==> config.mk <==
export PLATFORM = sky130hd
export DESIGN_NAME = gwe_wake_gate
export DESIGN_NICKNAME = d
export VERILOG_FILES = /design/src/gwe_pkg.sv /design/src/gwe_wake_gate.sv
export VERILOG_INCLUDE_DIRS = /design/src
export SDC_FILE = /design/constraint.sdc
export NUM_CORES = 1
export LEC_CHECK = 0
export BUFFER_PORTS_ARGS = -buffer_cell sky130_fd_sc_hd__buf_2
export CAP_MARGIN = 30
export CORE_MARGIN = 8
export CORE_UTILIZATION = 40
export CTS_CLUSTER_DIAMETER = 60
export DETAILED_ROUTE_END_ITERATION = 10
export GPL_TIMING_DRIVEN = 0
export RECOVER_POWER = 25
export SLEW_MARGIN = 20
export SYNTH_ARGS = -nofsm -noshare
export SYNTH_HDL_FRONTEND = slang
export SYNTH_SLANG_ARGS = --single-unit
==> constraint.sdc <==
create_clock -name mclk_i -period 2.2 [get_ports mclk_i]
set_input_delay 0.11 -clock mclk_i [delete_from_list [all_inputs] [get_ports mclk_i]]
set_output_delay 0.11 -clock mclk_i [all_outputs]
set_load 0.02 [all_outputs]
==> src/gwe_regs.svh <==
// Register offsets, field positions, reset values and widths of the wake gating block.
`ifndef GWE_REGS_SVH
`define GWE_REGS_SVH
`define GWE_ADDR_W          8
`define GWE_DATA_W          8
`define GWE_OFF_EN_G1       8'h0b
`define GWE_OFF_EN_G2       8'h0c
`define GWE_OFF_EN_MIX      8'h0d
`define GWE_OFF_EN_G5       8'h0e
`define GWE_OFF_STS_G1      8'h1b
`define GWE_OFF_STS_G2      8'h1c
`define GWE_OFF_STS_MIX     8'h1d
`define GWE_OFF_STS_G5      8'h1e
`define GWE_OFF_CTRL        8'h20
`define GWE_OFF_IRQ_STS     8'h21
`define GWE_OFF_IRQ_MASK    8'h22
`define GWE_OFF_STATE       8'h23
`define GWE_EN_RESET        8'h00
`define GWE_STS_RESET       8'h00
`define GWE_CTRL_MASTER_BIT 0
`define GWE_IRQ_REQ_BIT     0
`define GWE_IRQ_EVT_BIT     1
`define GWE_IRQ_W           2
`endif

==> src/gwe_pkg.sv <==
// Types shared by the wake gating block.
package gwe_pkg;
  typedef logic [7:0] gwe_byte_t;
  typedef enum logic [1:0] {
    GWE_GRP_G1  = 2'b00,
    GWE_GRP_G2  = 2'b01,
    GWE_GRP_MIX = 2'b10,
    GWE_GRP_G5  = 2'b11
  } gwe_grp_e;
endpackage

==> src/gwe_wake_gate.sv <==
// Wake enable gating for general purpose pins with wake status and a wake request output.
//
// Function
// - Request only when enable, status and master set.
// - Disabled source still records status, no request.
// - Register 0x0b bits 0-7 map group one pins.
// - Register 0x0c bits 0-7 map group two pins.
// - Register 0x0d: g3 pins 0-3, g4 0,1, g6 0,1.
// - Register 0x0e bits 0-7 map group five pins.
// - Enable registers read/write, 0x00 on standby reset.
// - Enables survive main, soft and hard resets.
// - Status cleared by writing one; zero ignored.
//
// The address-and-strobe port is this design's own decision.
`timescale 1ns/10ps
`include "gwe_regs.svh"
module gwe_wake_gate (
  // Clock and resets.
  input  wire logic       mclk_i,
  input  wire logic       reset_i,
  input  wire logic       main_reset_i,
  // Register port.
  input  wire logic [7:0] addr_i,
  input  wire logic [7:0] wdata_i,
  input  wire logic       wr_i,
  input  wire logic       rd_i,
  output logic      [7:0] rdata_o,
  // Wake sources, one level per pin, high while the pin signals wake.
  input  wire logic [7:0] gpio_g1_i,
  input  wire logic [7:0] gpio_g2_i,
  input  wire logic [3:0] gpio_g3_i,
  input  wire logic [1:0] gpio_g4_i,
  input  wire logic [1:0] gpio_g6_i,
  input  wire logic [7:0] gpio_g5_i,
  // Wake bus and interrupt.
  output logic            wake_request_n_o,
  output logic            irq_o
);

  gwe_pkg::gwe_byte_t en [4];
  gwe_pkg::gwe_byte_t sts [4];
  gwe_pkg::gwe_byte_t src [4];
  logic                        wake_master_enable;
  logic [`GWE_IRQ_W-1:0]       irq_sts;
  logic [`GWE_IRQ_W-1:0]       irq_mask;
  logic [`GWE_IRQ_W-1:0]       irq_evt;
  logic                        next_req;
  logic                        req_q;
  logic                        any_new_sts;
  logic [2:0]                  en_sel;
  logic [2:0]                  sts_sel;

  // Offset decoding is used by both the write and the read path.
  function automatic logic [2:0] en_index(input logic [7:0] a);
    case (a)
      `GWE_OFF_EN_G1:  en_index = {1'b1, gwe_pkg::GWE_GRP_G1};
      `GWE_OFF_EN_G2:  en_index = {1'b1, gwe_pkg::GWE_GRP_G2};
      `GWE_OFF_EN_MIX: en_index = {1'b1, gwe_pkg::GWE_GRP_MIX};
      `GWE_OFF_EN_G5:  en_index = {1'b1, gwe_pkg::GWE_GRP_G5};
      default:         en_index = 3'h0;
    endcase
  endfunction

  function automatic logic [2:0] sts_index(input logic [7:0] a);
    case (a)
      `GWE_OFF_STS_G1:  sts_index = {1'b1, gwe_pkg::GWE_GRP_G1};
      `GWE_OFF_STS_G2:  sts_index = {1'b1, gwe_pkg::GWE_GRP_G2};
      `GWE_OFF_STS_MIX: sts_index = {1'b1, gwe_pkg::GWE_GRP_MIX};
      `GWE_OFF_STS_G5:  sts_index = {1'b1, gwe_pkg::GWE_GRP_G5};
      default:          sts_index = 3'h0;
    endcase
  endfunction

  // Decoded once, since a function result cannot be part-selected in place.
  always_comb begin
    en_sel  = en_index(addr_i);
    sts_sel = sts_index(addr_i);
  end

  // Pin to bit mapping of each wake group.
  always_comb begin
    src[0] = gpio_g1_i;
    src[1] = gpio_g2_i;
    src[2] = {gpio_g6_i, gpio_g4_i, gpio_g3_i};
    src[3] = gpio_g5_i;
  end

  // Enables and master enable take only the standby reset, so main resets leave them.
  always_ff @(posedge mclk_i) begin
    if (reset_i) begin
      for (int i = 0; i < 4; i++) begin
        en[i] <= `GWE_EN_RESET;
      end
    end else if (wr_i && en_sel[2]) begin
      en[en_sel[1:0]] <= wdata_i;
    end
  end

  always_ff @(posedge mclk_i) begin
    if (reset_i) begin
      wake_master_enable <= 1'b0;
    end else if (wr_i && addr_i == `GWE_OFF_CTRL) begin
      wake_master_enable <= wdata_i[`GWE_CTRL_MASTER_BIT];
    end
  end

  // Status records every source regardless of enables; a new event beats a clear.
  always_ff @(posedge mclk_i) begin
    if (reset_i) begin
      for (int i = 0; i < 4; i++) begin
        sts[i] <= `GWE_STS_RESET;
      end
    end else begin
      for (int i = 0; i < 4; i++) begin
        if (wr_i && sts_sel[2] && sts_sel[1:0] == 2'(i)) begin
          sts[i] <= (sts[i] & ~wdata_i) | src[i];
        end else begin
          sts[i] <= sts[i] | src[i];
        end
      end
    end
  end

  always_comb begin
    next_req = 1'b0;
    any_new_sts = 1'b0;
    for (int i = 0; i < 4; i++) begin
      next_req = next_req | (|(sts[i] & en[i]));
      any_new_sts = any_new_sts | (|(src[i] & ~sts[i]));
    end
    next_req = next_req & wake_master_enable;
  end

  // Main reset drops the pin and req_q, never the enable state behind it.
  always_ff @(posedge mclk_i) begin
    if (reset_i || main_reset_i) begin
      req_q <= 1'b0;
      wake_request_n_o <= 1'b1;
    end else begin
      req_q <= next_req;
      wake_request_n_o <= ~next_req;
    end
  end

  // Interrupt events: request rising and any new status bit.
  always_comb begin
    irq_evt = '0;
    irq_evt[`GWE_IRQ_REQ_BIT] = next_req & ~req_q;
    irq_evt[`GWE_IRQ_EVT_BIT] = any_new_sts;
  end

  always_ff @(posedge mclk_i) begin
    if (reset_i) begin
      irq_sts <= '0;
    end else if (rd_i && addr_i == `GWE_OFF_IRQ_STS) begin
      irq_sts <= irq_evt;
    end else begin
      irq_sts <= irq_sts | irq_evt;
    end
  end

  always_ff @(posedge mclk_i) begin
    if (reset_i) begin
      irq_mask <= '0;
    end else if (wr_i && addr_i == `GWE_OFF_IRQ_MASK) begin
      irq_mask <= wdata_i[`GWE_IRQ_W-1:0];
    end
  end

  // Uses the next status value so the pin follows the register with no extra lag.
  always_ff @(posedge mclk_i) begin
    if (reset_i) begin
      irq_o <= 1'b0;
    end else if (rd_i && addr_i == `GWE_OFF_IRQ_STS) begin
      irq_o <= |(irq_evt & irq_mask);
    end else begin
      irq_o <= |((irq_sts | irq_evt) & irq_mask);
    end
  end

  // Read data stand for exactly one cycle after the strobe; unmapped reads return zero.
  always_ff @(posedge mclk_i) begin
    if (reset_i || !rd_i) begin
      rdata_o <= 8'h00;
    end else if (en_sel[2]) begin
      rdata_o <= en[en_sel[1:0]];
    end else if (sts_sel[2]) begin
      rdata_o <= sts[sts_sel[1:0]];
    end else begin
      case (addr_i)
        `GWE_OFF_CTRL:     rdata_o <= {7'h00, wake_master_enable};
        `GWE_OFF_IRQ_STS:  rdata_o <= {6'h00, irq_sts};
        `GWE_OFF_IRQ_MASK: rdata_o <= {6'h00, irq_mask};
        `GWE_OFF_STATE:    rdata_o <= {7'h00, req_q};
        default:           rdata_o <= 8'h00;
      endcase
    end
  end

  a_req_needs_cause: assert property (@(posedge mclk_i) disable iff (reset_i)
    !wake_request_n_o |-> $past(wake_master_enable))
    else $error("wake request without master enable");
  a_req_follows_and: assert property (@(posedge mclk_i) disable iff (reset_i)
    !main_reset_i |=> wake_request_n_o == !$past(next_req))
    else $error("wake request does not follow gated status");
  a_disabled_no_req: assert property (@(posedge mclk_i) disable iff (reset_i)
    (en[0] == 8'h00 && en[1] == 8'h00 && en[2] == 8'h00 && en[3] == 8'h00)
      |=> wake_request_n_o)
    else $error("wake request with all enables off");
  a_sts_records_g1: assert property (@(posedge mclk_i) disable iff (reset_i)
    gpio_g1_i[7] |=> sts[0][7])
    else $error("group one pin seven not recorded");
  a_mix_map_bits: assert property (@(posedge mclk_i) disable iff (reset_i)
    gpio_g6_i[1] && gpio_g4_i[0] |=> sts[2][7] && sts[2][4])
    else $error("mixed register mapping wrong");
  a_en_write_read: assert property (@(posedge mclk_i) disable iff (reset_i)
    wr_i && addr_i == `GWE_OFF_EN_G5 ##1 rd_i && addr_i == `GWE_OFF_EN_G5
      |=> rdata_o == $past(wdata_i, 2))
    else $error("enable register read back wrong");
  a_main_keeps_en: assert property (@(posedge mclk_i) disable iff (reset_i)
    main_reset_i && !wr_i |=> en[1] == $past(en[1]))
    else $error("enable changed by main reset");
  a_zero_write_keeps: assert property (@(posedge mclk_i) disable iff (reset_i)
    wr_i && addr_i == `GWE_OFF_STS_G2 && wdata_i == 8'h00
      |=> sts[1] == ($past(sts[1]) | $past(src[1])))
    else $error("status write of zero changed status");
  a_one_clears: assert property (@(posedge mclk_i) disable iff (reset_i)
    wr_i && addr_i == `GWE_OFF_STS_G1 && wdata_i == 8'hff && gpio_g1_i == 8'h00
      |=> sts[0] == 8'h00)
    else $error("status write of one did not clear");
  a_g2_map: assert property (@(posedge mclk_i) disable iff (reset_i)
    gpio_g2_i[3] |=> sts[1][3])
    else $error("group two mapping wrong");
  a_g5_map: assert property (@(posedge mclk_i) disable iff (reset_i)
    gpio_g5_i[5] |=> sts[3][5])
    else $error("group five mapping wrong");
  a_g1_map: assert property (@(posedge mclk_i) disable iff (reset_i)
    gpio_g1_i[0] |=> sts[0][0])
    else $error("group one mapping wrong");

  // Register port: every enable lands where it was written and reads back unchanged.
  a_rdata_idle_zero: assert property (@(posedge mclk_i) disable iff (reset_i)
    !rd_i |=> rdata_o == 8'h00)
    else $error("read data not zero outside a read");
  a_en_read_g1: assert property (@(posedge mclk_i) disable iff (reset_i)
    rd_i && addr_i == `GWE_OFF_EN_G1 |=> rdata_o == $past(en[0]))
    else $error("group one enable read wrong");
  a_en_read_g2: assert property (@(posedge mclk_i) disable iff (reset_i)
    rd_i && addr_i == `GWE_OFF_EN_G2 |=> rdata_o == $past(en[1]))
    else $error("group two enable read wrong");
  a_en_read_mix: assert property (@(posedge mclk_i) disable iff (reset_i)
    rd_i && addr_i == `GWE_OFF_EN_MIX |=> rdata_o == $past(en[2]))
    else $error("mixed enable read wrong");
  a_en_read_g5: assert property (@(posedge mclk_i) disable iff (reset_i)
    rd_i && addr_i == `GWE_OFF_EN_G5 |=> rdata_o == $past(en[3]))
    else $error("group five enable read wrong");
  a_en_write_g1: assert property (@(posedge mclk_i) disable iff (reset_i)
    wr_i && addr_i == `GWE_OFF_EN_G1 |=> en[0] == $past(wdata_i))
    else $error("group one enable write lost");
  a_en_write_g2: assert property (@(posedge mclk_i) disable iff (reset_i)
    wr_i && addr_i == `GWE_OFF_EN_G2 |=> en[1] == $past(wdata_i))
    else $error("group two enable write lost");
  a_en_write_mix: assert property (@(posedge mclk_i) disable iff (reset_i)
    wr_i && addr_i == `GWE_OFF_EN_MIX |=> en[2] == $past(wdata_i))
    else $error("mixed enable write lost");
  a_en_write_g5: assert property (@(posedge mclk_i) disable iff (reset_i)
    wr_i && addr_i == `GWE_OFF_EN_G5 |=> en[3] == $past(wdata_i))
    else $error("group five enable write lost");
  a_en_hold_idle: assert property (@(posedge mclk_i) disable iff (reset_i)
    !wr_i |=> $stable(en[0]) && $stable(en[1]) && $stable(en[2]) && $stable(en[3]))
    else $error("enable changed without a write");
  a_unmapped_write: assert property (@(posedge mclk_i) disable iff (reset_i)
    wr_i && addr_i == 8'h40 |=> $stable(en[0]) && $stable(en[3]))
    else $error("unmapped write reached an enable");
  a_master_write: assert property (@(posedge mclk_i) disable iff (reset_i)
    wr_i && addr_i == `GWE_OFF_CTRL |=> wake_master_enable == $past(wdata_i[0]))
    else $error("master enable write lost");

  // Wake pin, main reset, request state read and interrupt mask.
  a_main_reset_pin: assert property (@(posedge mclk_i) disable iff (reset_i)
    main_reset_i |=> wake_request_n_o)
    else $error("wake request during main reset");
  a_master_off_idle: assert property (@(posedge mclk_i) disable iff (reset_i)
    !wake_master_enable |=> wake_request_n_o)
    else $error("wake request with master enable off");
  a_state_read: assert property (@(posedge mclk_i) disable iff (reset_i)
    rd_i && addr_i == `GWE_OFF_STATE |=> rdata_o == {7'h00, $past(req_q)})
    else $error("request state read wrong");
  a_irq_masked: assert property (@(posedge mclk_i) disable iff (reset_i)
    irq_mask == 2'b00 |=> !irq_o)
    else $error("interrupt with every source masked");

  // Status recording and clearing for the remaining pins, and status read back of all four registers.
  a_g3_map: assert property (@(posedge mclk_i) disable iff (reset_i)
    gpio_g3_i[3] |=> sts[2][3])
    else $error("group three mapping wrong");
  a_g4_map: assert property (@(posedge mclk_i) disable iff (reset_i)
    gpio_g4_i[1] |=> sts[2][5])
    else $error("group four mapping wrong");
  a_g6_map: assert property (@(posedge mclk_i) disable iff (reset_i)
    gpio_g6_i[0] |=> sts[2][6])
    else $error("group six mapping wrong");
  a_g2_map0: assert property (@(posedge mclk_i) disable iff (reset_i)
    gpio_g2_i[0] |=> sts[1][0])
    else $error("group two pin zero mapping wrong");
  a_g5_map7: assert property (@(posedge mclk_i) disable iff (reset_i)
    gpio_g5_i[7] |=> sts[3][7])
    else $error("group five pin seven mapping wrong");
  a_g1_sticky: assert property (@(posedge mclk_i) disable iff (reset_i)
    sts[0][1] && !(wr_i && addr_i == `GWE_OFF_STS_G1 && wdata_i[1]) |=> sts[0][1])
    else $error("status bit dropped without a clear");
  a_mix_clears: assert property (@(posedge mclk_i) disable iff (reset_i)
    wr_i && addr_i == `GWE_OFF_STS_MIX && wdata_i == 8'hff && src[2] == 8'h00
      |=> sts[2] == 8'h00)
    else $error("mixed status not cleared");
  a_g5_clears: assert property (@(posedge mclk_i) disable iff (reset_i)
    wr_i && addr_i == `GWE_OFF_STS_G5 && wdata_i == 8'hff && src[3] == 8'h00
      |=> sts[3] == 8'h00)
    else $error("group five status not cleared");
  a_sts_read_g1: assert property (@(posedge mclk_i) disable iff (reset_i)
    rd_i && addr_i == `GWE_OFF_STS_G1 |=> rdata_o == $past(sts[0]))
    else $error("group one status read wrong");
  a_sts_read_g2: assert property (@(posedge mclk_i) disable iff (reset_i)
    rd_i && addr_i == `GWE_OFF_STS_G2 |=> rdata_o == $past(sts[1]))
    else $error("group two status read wrong");
  a_sts_read_mix: assert property (@(posedge mclk_i) disable iff (reset_i)
    rd_i && addr_i == `GWE_OFF_STS_MIX |=> rdata_o == $past(sts[2]))
    else $error("mixed status read wrong");
  a_sts_read_g5: assert property (@(posedge mclk_i) disable iff (reset_i)
    rd_i && addr_i == `GWE_OFF_STS_G5 |=> rdata_o == $past(sts[3]))
    else $error("group five status read wrong");

  c_wake_asserted: cover property (@(posedge mclk_i) disable iff (reset_i)
    wake_request_n_o ##1 !wake_request_n_o);
  c_status_cleared: cover property (@(posedge mclk_i) disable iff (reset_i)
    sts[0] != 8'h00 ##1 sts[0] == 8'h00);
  c_irq_raised: cover property (@(posedge mclk_i) disable iff (reset_i) !irq_o ##1 irq_o);
  c_main_reset_kept: cover property (@(posedge mclk_i) disable iff (reset_i)
    main_reset_i && en[0] != 8'h00);
  c_write_then_read: cover property (@(posedge mclk_i) disable iff (reset_i)
    wr_i && en_sel[2] ##1 rd_i && en_sel[2]);

endmodule

Yosys cells after proc, flatten, opt, wreduce, memory -nomap -nowiden

Memory sizes are Yosys's and may differ from the RTL's.
Index checks and enable logic that the tools add are counted.

Eq/ne operators: 15
Multiplexer cells: 47
Bitwise logic cells: 46
Reductions and logical operators: 24

Operators by type and width:

| cell                 | number |
|---|---|
| $and A8 B8 Y8        | 12 |
| $mux W8              | 11 |
| $reduce_or A8 Y1     | 9 |
| $or A8 B8 Y8         | 8 |
| $not A8 Y8           | 5 |
| $eq A8 B4 Y1 const B | 4 |
| $eq A8 B5 Y1 const B | 4 |
| $eq A8 B6 Y1 const B | 4 |
| $mux W1              | 31 |
| $pmux W3 S4          | 2 |
| $or A1 B1 Y1         | 14 |
| $logic_and A1 B1 Y1  | 9 |
| $pmux W2 S4          | 1 |
| $and A2 B2 Y2        | 2 |
| $eq A2 B2 Y1 const B | 2 |
| $mux W2              | 2 |
| $reduce_or A2 Y1     | 2 |
| $and A1 B1 Y1        | 2 |
| $eq A2 B1 Y1 const B | 1 |
| $logic_not A2 Y1     | 1 |
| $logic_or A1 B1 Y1   | 2 |
| $not A1 Y1           | 2 |
| $or A2 B2 Y2         | 1 |
| $logic_not A1 Y1     | 1 |

Bits in registers: 16
Memory bits (writable): 64
Output and inout port bits: 10
Word-level logic and storage cells: 141
Memories: 2

Memories:

| memory | words | bits a word | rd ports | clocked after memory_dff | write ports | line                | text |
|---|---|---|---|---|---|---|---|
| en     | 4     | 8           | 5        | 0                        | 4           | gwe_wake_gate.sv:40 | `gwe_pkg::gwe_byte_t en [4];` |
| sts    | 4     | 8           | 5        | 0                        | 4           | gwe_wake_gate.sv:41 | `gwe_pkg::gwe_byte_t sts [4];` |

Longest topological paths before layout

Gate-level depths: netlist (run 1).
An unclocked memory read counts as a cell.

Word-level depth: 12
Depth in mapped cells: 8
Gate-level depth less buffers: 5

Least setup slack after synthesis (run 1)

No wires, ideal clock.

Path kind: input-to-reg
Start: input addr_i[4]
End: memory en[0][0] in the netlist's numbering (enable)
Library setup time: 329 ps
Arrival time: 1689 ps
Required time: 1871 ps
Setup slack: 182 ps
Stages on the path: 6
Path buffers: 1
Cells stage by stage: or4_4 > buf_6 > a2111oi_4 > nand2_1 > nor2_1 > or2_1

RTL lines:

| item               | line                | text |
|---|---|---|
| start: declaration | gwe_wake_gate.sv:23 | `input wire logic [7:0] addr_i,` |
| end: declaration   | gwe_wake_gate.sv:40 |  |

==> results of run 1 <==
-- kinds of logic (layout without fill, tap and decap cells) --
family | Yosys count | in the layout | synth area share
AO/OA/AOI/OAI | 102 | 102 | 0.165
XOR/XNOR | 1 | 1 | 0.00200
buffers and inverters | 35 | 114 | 0.0340
flip-flops | 80 | 80 | 0.511
multiplexers | 21 | 21 | 0.0545
other | 1 | 32 | 0.000855
AND/OR/NAND/NOR | 195 | 195 | 0.233
-- layout make-up --
cell class              instances  area share
plain buffers                  17      0.0155
repair buffers                 63      0.0581
clock buffers                  15      0.0399
clock inverters                 1     0.00574
well taps                     140      0.0335
multi-input cells             351       0.406
inverters                      18      0.0129
flip-flops and latches         80       0.428
-- report_power, final --
part	internal, W	leakage (nW)	total, W	switching (W)
clock network	0.000726	0.120	0.00129	0.000564
logic	0.000138	1.08	0.000340	0.000202
registers	0.00171	0.755	0.00180	0.0000820
total	0.00258	1.96	0.00343	0.000849
-- sequential cells by signal, indices dropped and copies added, names as in the netlist, 2 cells and up --
| signal | cells |
|---|---|
| sts | 32 |
| en | 32 |
| irq_mask | 2 |
| irq_sts | 2 |
| rdata_o | 8 |
-- synthesized netlist by cell type, drive strengths merged (3+ instances only) --
cell | n | area share
dfxtp | 16 | 0.073
mux2 | 7 | 0.020
and2 | 34 | 0.049
mux2i | 13 | 0.030
clkbuf | 13 | 0.011
o211ai | 4 | 0.0068
edfxtp | 64 | 0.44
buf | 4 | 0.0074
nand2 | 50 | 0.043
nand3b | 3 | 0.0051
a211oi | 3 | 0.0051
nand4 | 5 | 0.0071
nand2b | 19 | 0.027
o21ai | 6 | 0.0068
nor4 | 3 | 0.0057
nor2 | 49 | 0.043
o22ai | 9 | 0.013
a22oi | 16 | 0.027
o2111ai | 5 | 0.010
a211o | 3 | 0.0060
inv | 18 | 0.015
o221ai | 3 | 0.0060
nor3 | 7 | 0.012
a21oi | 37 | 0.042
or2 | 4 | 0.0057
nor2b | 5 | 0.0071
-- worst max-delay path: stages --
cell and delay [ps]:
buf_2 120, or4b_1 630, nor4_2 730, buf_2 290, nand2_1 70, a21oi_1 150, nor2_1 50
-- repair_timing --
item	in CTS	in global routing
hold endpoints to repair	2	0
setup buffers	0	1
hold buffers	1	0
endpoints found under the setup margin	8	25
pin swaps	0	1
gates resized for setup	1	3
gates cloned	0	0
-- cells in the final DEF, fill, tap and decap left out, types with 9 or more instances in the layout --
master	synthesis	layout
edfxtp_1	64	64
buf_2	2	51
nand2_1	50	50
nor2_1	48	47
a21oi_1	37	37
conb_1	1	32
and2_1	34	29
clkbuf_1	13	28
nand2b_1	19	19
inv_1	18	18
a22oi_1	16	16
dfxtp_1	16	16
mux2i_1	13	13
clkbuf_8	0	11
o22ai_1	9	9
-- metrics by stage --
stage	power [W]	instance area, µm²	utilization	worst slack, ps	std cells
3_5_place_dp	0.00216	4980	0.462	-550	667
6_report	0.00343	5230	0.485	166	685
5_1_grt	0.00356	5230	0.485	70.5	685
4_1_cts	0.00344	5230	0.485	54.7	684
3_3_place_gp	0.00215	4980	0.461	-456	666
2_1_floorplan	0.00199	4500	-	182	466
-- per-layer routing --
layer	vias to the layer above	track usage	wire, µm
met5	-	0	0
met4	0	0.0742	270
met3	23	0.0545	1070
met1	1817	0.242	5720
li1	1773	-	-
met2	164	0.306	6350
-- final timing paths --
check                           start                 endpoint  depth (start not counted)
max                         addr_i[5]  sts[1][7]$_SDFFCE_PN0P_                          7
min                      gpio_g3_i[2]  sts[2][2]$_SDFFCE_PN0P_                          3
max reg2reg       sts[3][0]$_DFFE_PP_         irq_o$_SDFF_PP0_                          5
min reg2reg  irq_mask[0]$_SDFFE_PP0P_         irq_o$_SDFF_PP0_                          1
==> results_dict.tcl, run 1 <==
set metrics [dict create \
    ir_worst_vdd_mv 0.395 \
    run_status "finished clean" \
    antenna_left 0 \
    hold_ws_ps 34.4 \
    setup_viol 0 \
    tightest_slew_ps 775 \
    grt_pass1_vias 3817 \
    via_per_inst 5.51 \
    clk-insertion-delay-late_ps 380 \
    endpoint_kind "flop" \
    drtIter0Drc 368 \
    htreeDepth 3 \
    gp_congestion 0.909 \
    rsz0062_at_grt "false" \
    cts-root-buf "clkbuf_8" \
    ys_seq_area_frac 0.511 \
    synth_cells 435 \
    wl_per_cell_um 19.6 \
    core_area_um2 10800 \
    slew_violations 0 \
    hpwlAfterDp_um 10600 \
    multiInputGateArea_um2 2120 \
    fin_setup_tns_ps 0 \
    min_period_ps 2030 \
    p_per_area_nw_per_um2 655 \
    die_h_um 121 \
    slew_headroom 0.479 \
    dieArea_um2 14600 \
    synth_flop_cell "edfxtp_1" \
    cts_tree "done" \
    first_pass_iters 5 \
    synth_area_um2 4390 \
    start_util 0.406 \
    clockBufferDepth 2 \
    drt_wl_total_um 13400 \
    io_pins 63 \
    hold_path.class "in2reg" \
    worstPathArrival_ps 2150 \
    drc_errors 0 \
    startpoint_type "input port" \
    syn_avg_cell_area_um2 10.1 \
    power.leakage_nw 1.96 \
    yosys_register_bits 80 \
    fmax_mhz 492 \
    skew_ps 8.85 \
    seqCellArea_um2 2240 \
    hold_viol 0 \
    async_flop_share 0 \
    cp.required_ps 2310 \
    synth_warnings 0 \
    areaGrowthSynthToFinish_pct 19.3 \
    grt_use_total 0.192 \
    grt_max_degree 14 \
    num_antenna_cells 0 \
    maxCapViolCount 0 \
    num_rows 38 \
    crit_fanout 6 \
    numCtsBuffers 9 \
    worstSetupPathType "in2reg" \
    antenna_found_initial 0 \
    grt-ovfl-total 0 \
    synth_edf_count 64 \
    die_x_um 121 \
    vias 3777 \
    io_buffers 60 \
    grt_pass1_wl_um 21100 \
    clk_pin_slew_ps 80 \
    nets 593 \
    final.fill_count 1051 \
    layout-drive-gt1-share 0.158 \
    synth_cell_types 58 \
    fin_crit_sh 0.924 \
    r2r_slack_ps 210 \
    cts_sinks 80 \
]
No activity file was read; power rests on OpenSTA's default activity.
==> run 2: changes to the inputs <==
--- a/config.mk
+++ b/config.mk
@@ -13,6 +13,7 @@
 export CTS_CLUSTER_DIAMETER = 60
 export DETAILED_ROUTE_END_ITERATION = 10
 export GPL_TIMING_DRIVEN = 0
+export PLACE_DENSITY = 0.59
 export RECOVER_POWER = 25
 export SLEW_MARGIN = 20
 export SYNTH_ARGS = -nofsm -noshare
==> run 2 against run 1 <==
Net effect:
- routed wire length grew 0.94%
- combinational power hardly changed
- sequential cell count did not move
- fmax down 0.59%
- critical endpoint is now en[1][7]$_SDFFCE_PN0P_
- clock power down 21%
- final area decreased by 1.2%
- highest routed layer unchanged
- non-clock buffer count unchanged
- clock-buffer cell count decreased by 2
- global-route usage down 0.36 points
- first-iteration DRC count grew 5.4%
- sequential power is essentially flat
- register-to-register slack better by 50 ps
==> results_dict.tcl, run 2 (synthesis results as in run 1) <==
set metrics [dict create \
    run_status "finished clean" \
    r2r_start "sts[3][0]$_DFFE_PP_" \
    gp_congestion 0.917 \
    wl_per_cell_um 19.8 \
    cts-root-buf "clkbuf_8" \
    hold_depth 3 \
    rsz0062_at_grt "false" \
    dieArea_um2 14600 \
    setup_viol 0 \
    fin_crit_sh 0.930 \
    hold_path_end "sts[1][3]$_SDFFCE_PN0P_" \
    ir_worst_vdd_mv 0.329 \
    fin_setup_tns_ps 0 \
    vias 3805 \
    endpoint_kind "flop" \
    final_cell_mix "edfxtp_1, buf_2, nand2_1" \
    grt_pass1_wl_um 21100 \
    p_per_area_nw_per_um2 611 \
    grt_max_degree 14 \
    pre_cts_ws_ps -443 \
    io_pins 63 \
    r2r_slack_ps 260 \
    antenna_left 0 \
    start_util 0.406 \
    path_delay_family "simple AND/OR/NAND/NOR gates" \
    areaGrowthSynthToFinish_pct 17.9 \
    via_per_inst 5.55 \
    dp_cells 667 \
    die_x_um 121 \
    die_h_um 121 \
    drt_wl_total_um 13500 \
    finalNonFillerCells 685 \
    clk_pin_slew_ps 90 \
    clockBufferDepth 2 \
    crit_fanout 9 \
    io_buffers 60 \
    drtIter0Drc 388 \
    grt-ovfl-total 0 \
    core_area_um2 10800 \
    worstSetupPathType "in2reg" \
    grt_pass1_vias 3775 \
    maxCapViolCount 0 \
    min_period_ps 2050 \
    cts_tree "done" \
    tightest_slew_ps 788 \
    grt_use_total 0.188 \
    htreeDepth 3 \
    hpwlAfterDp_um 10600 \
    first_pass_iters 6 \
    startpoint_type "input port" \
    hold_path.class "in2reg" \
    drc_errors 0 \
    layout-drive-gt1-share 0.156 \
    cts_sinks 80 \
    num_rows 38 \
    place_area_um2 4980 \
    numCtsBuffers 9 \
    cpMaxStageDelayCell "or4_4" \
    final_common_cell "edfxtp_1" \
    fmax_mhz 489 \
    crit_chain "clkbuf_1 -> or4_4 -> buf_6 -> or2_1 -> buf_6 -> nor3_2 -> or2_1" \
    min-delay-start "gpio_g2_i[3]" \
    setup_ws_ps 154 \
    hold_viol 0 \
    hold_ws_ps 53.9 \
    slew_headroom 0.472 \
    cp.required_ps 2210 \
    worstPathArrival_ps 2060 \
    stdcell_area_um2 5170 \
    crit_buf_inv 3 \
    clk-insertion-delay-late_ps 360 \
    skew_ps 17.9 \
    r2r_end "irq_o$_SDFF_PP0_" \
    nets 593 \
    final.fill_count 1054 \
    slowest_delay_ps 540 \
    reg_top3 "en (32), sts (32), rdata_o (8)" \
    power.leakage_nw 1.93 \
    antenna_found_initial 0 \
    reg2reg_depth 5 \
    slew_violations 0 \
    num_antenna_cells 0 \
]
run 2: tightest hold or removal path: cells and delay by family:
family	cells	cell delay (ps)
buffers and inverters	1	90
and+or+nand+nor	1	70
AOI/OAI and AO/OA	1	30
run 2: area by class of cell:
cell class / count / area [µm²] / share of cell area
plain buffers: 17 / 81.3 / 0.0157
repair buffers: 63 / 307 / 0.0593
clock buffers: 13 / 159 / 0.0307
multi-input cells: 351 / 2120 / 0.410
clock inverters: 3 / 17.5 / 0.00339
inverters: 18 / 67.6 / 0.0131
flip-flops and latches: 80 / 2240 / 0.434
well taps: 140 / 175 / 0.0339
run 2: worst max-delay path by stage:
stage                         start                endpoint  slack [ps]  cells past startpoint
final                     addr_i[4]  en[1][7]$_SDFFCE_PN0P_         150                      7
after global routing      addr_i[4]  en[1][3]$_SDFFCE_PN0P_           7                      7
after CTS                 addr_i[4]  en[0][7]$_SDFFCE_PN0P_          50                      7
after detailed placement  addr_i[4]  en[0][5]$_SDFFCE_PN0P_        -440                      7
after global placement    addr_i[4]  en[0][6]$_SDFFCE_PN0P_        -440                      7
after floorplan           addr_i[4]  en[0][0]$_SDFFCE_PN0P_         180                      6
run 2: per-stage QoR:
step	total power (W)	utilization
after global placement	0.00215	0.461
after detailed placement	0.00216	0.462
after global routing	0.00328	0.479
after floorplan	0.00199	-
after CTS	0.00316	0.479
final	0.00316	0.479
run 2: routing by layer:
layer | routed length [µm] | vias up | GRT usage | share of wire
li1 | - | 1770 | - | -
met1 | 5750 | 1830 | 0.239 | 0.42
met2 | 6410 | 183 | 0.307 | 0.47
met3 | 1100 | 22 | 0.0476 | 0.081
met4 | 271 | 0 | 0.0625 | 0.020
met5 | 0 | - | 0 | 0
run 2: report_power, final:
part / internal (W) / switching [W] / leakage [nW]
registers: 0.00171 / 0.0000833 / 0.755
clock network: 0.000470 / 0.000548 / 0.0894
logic: 0.000138 / 0.000203 / 1.08
run 2: timing repair:
action,4_1_cts,5_1_grt
gates resized for setup,1,2
buffers inserted,0,1
setup endpoints to repair,8,17
endpoints found under the hold margin,2,0
pin swaps,0,1
hold buffers,1,0
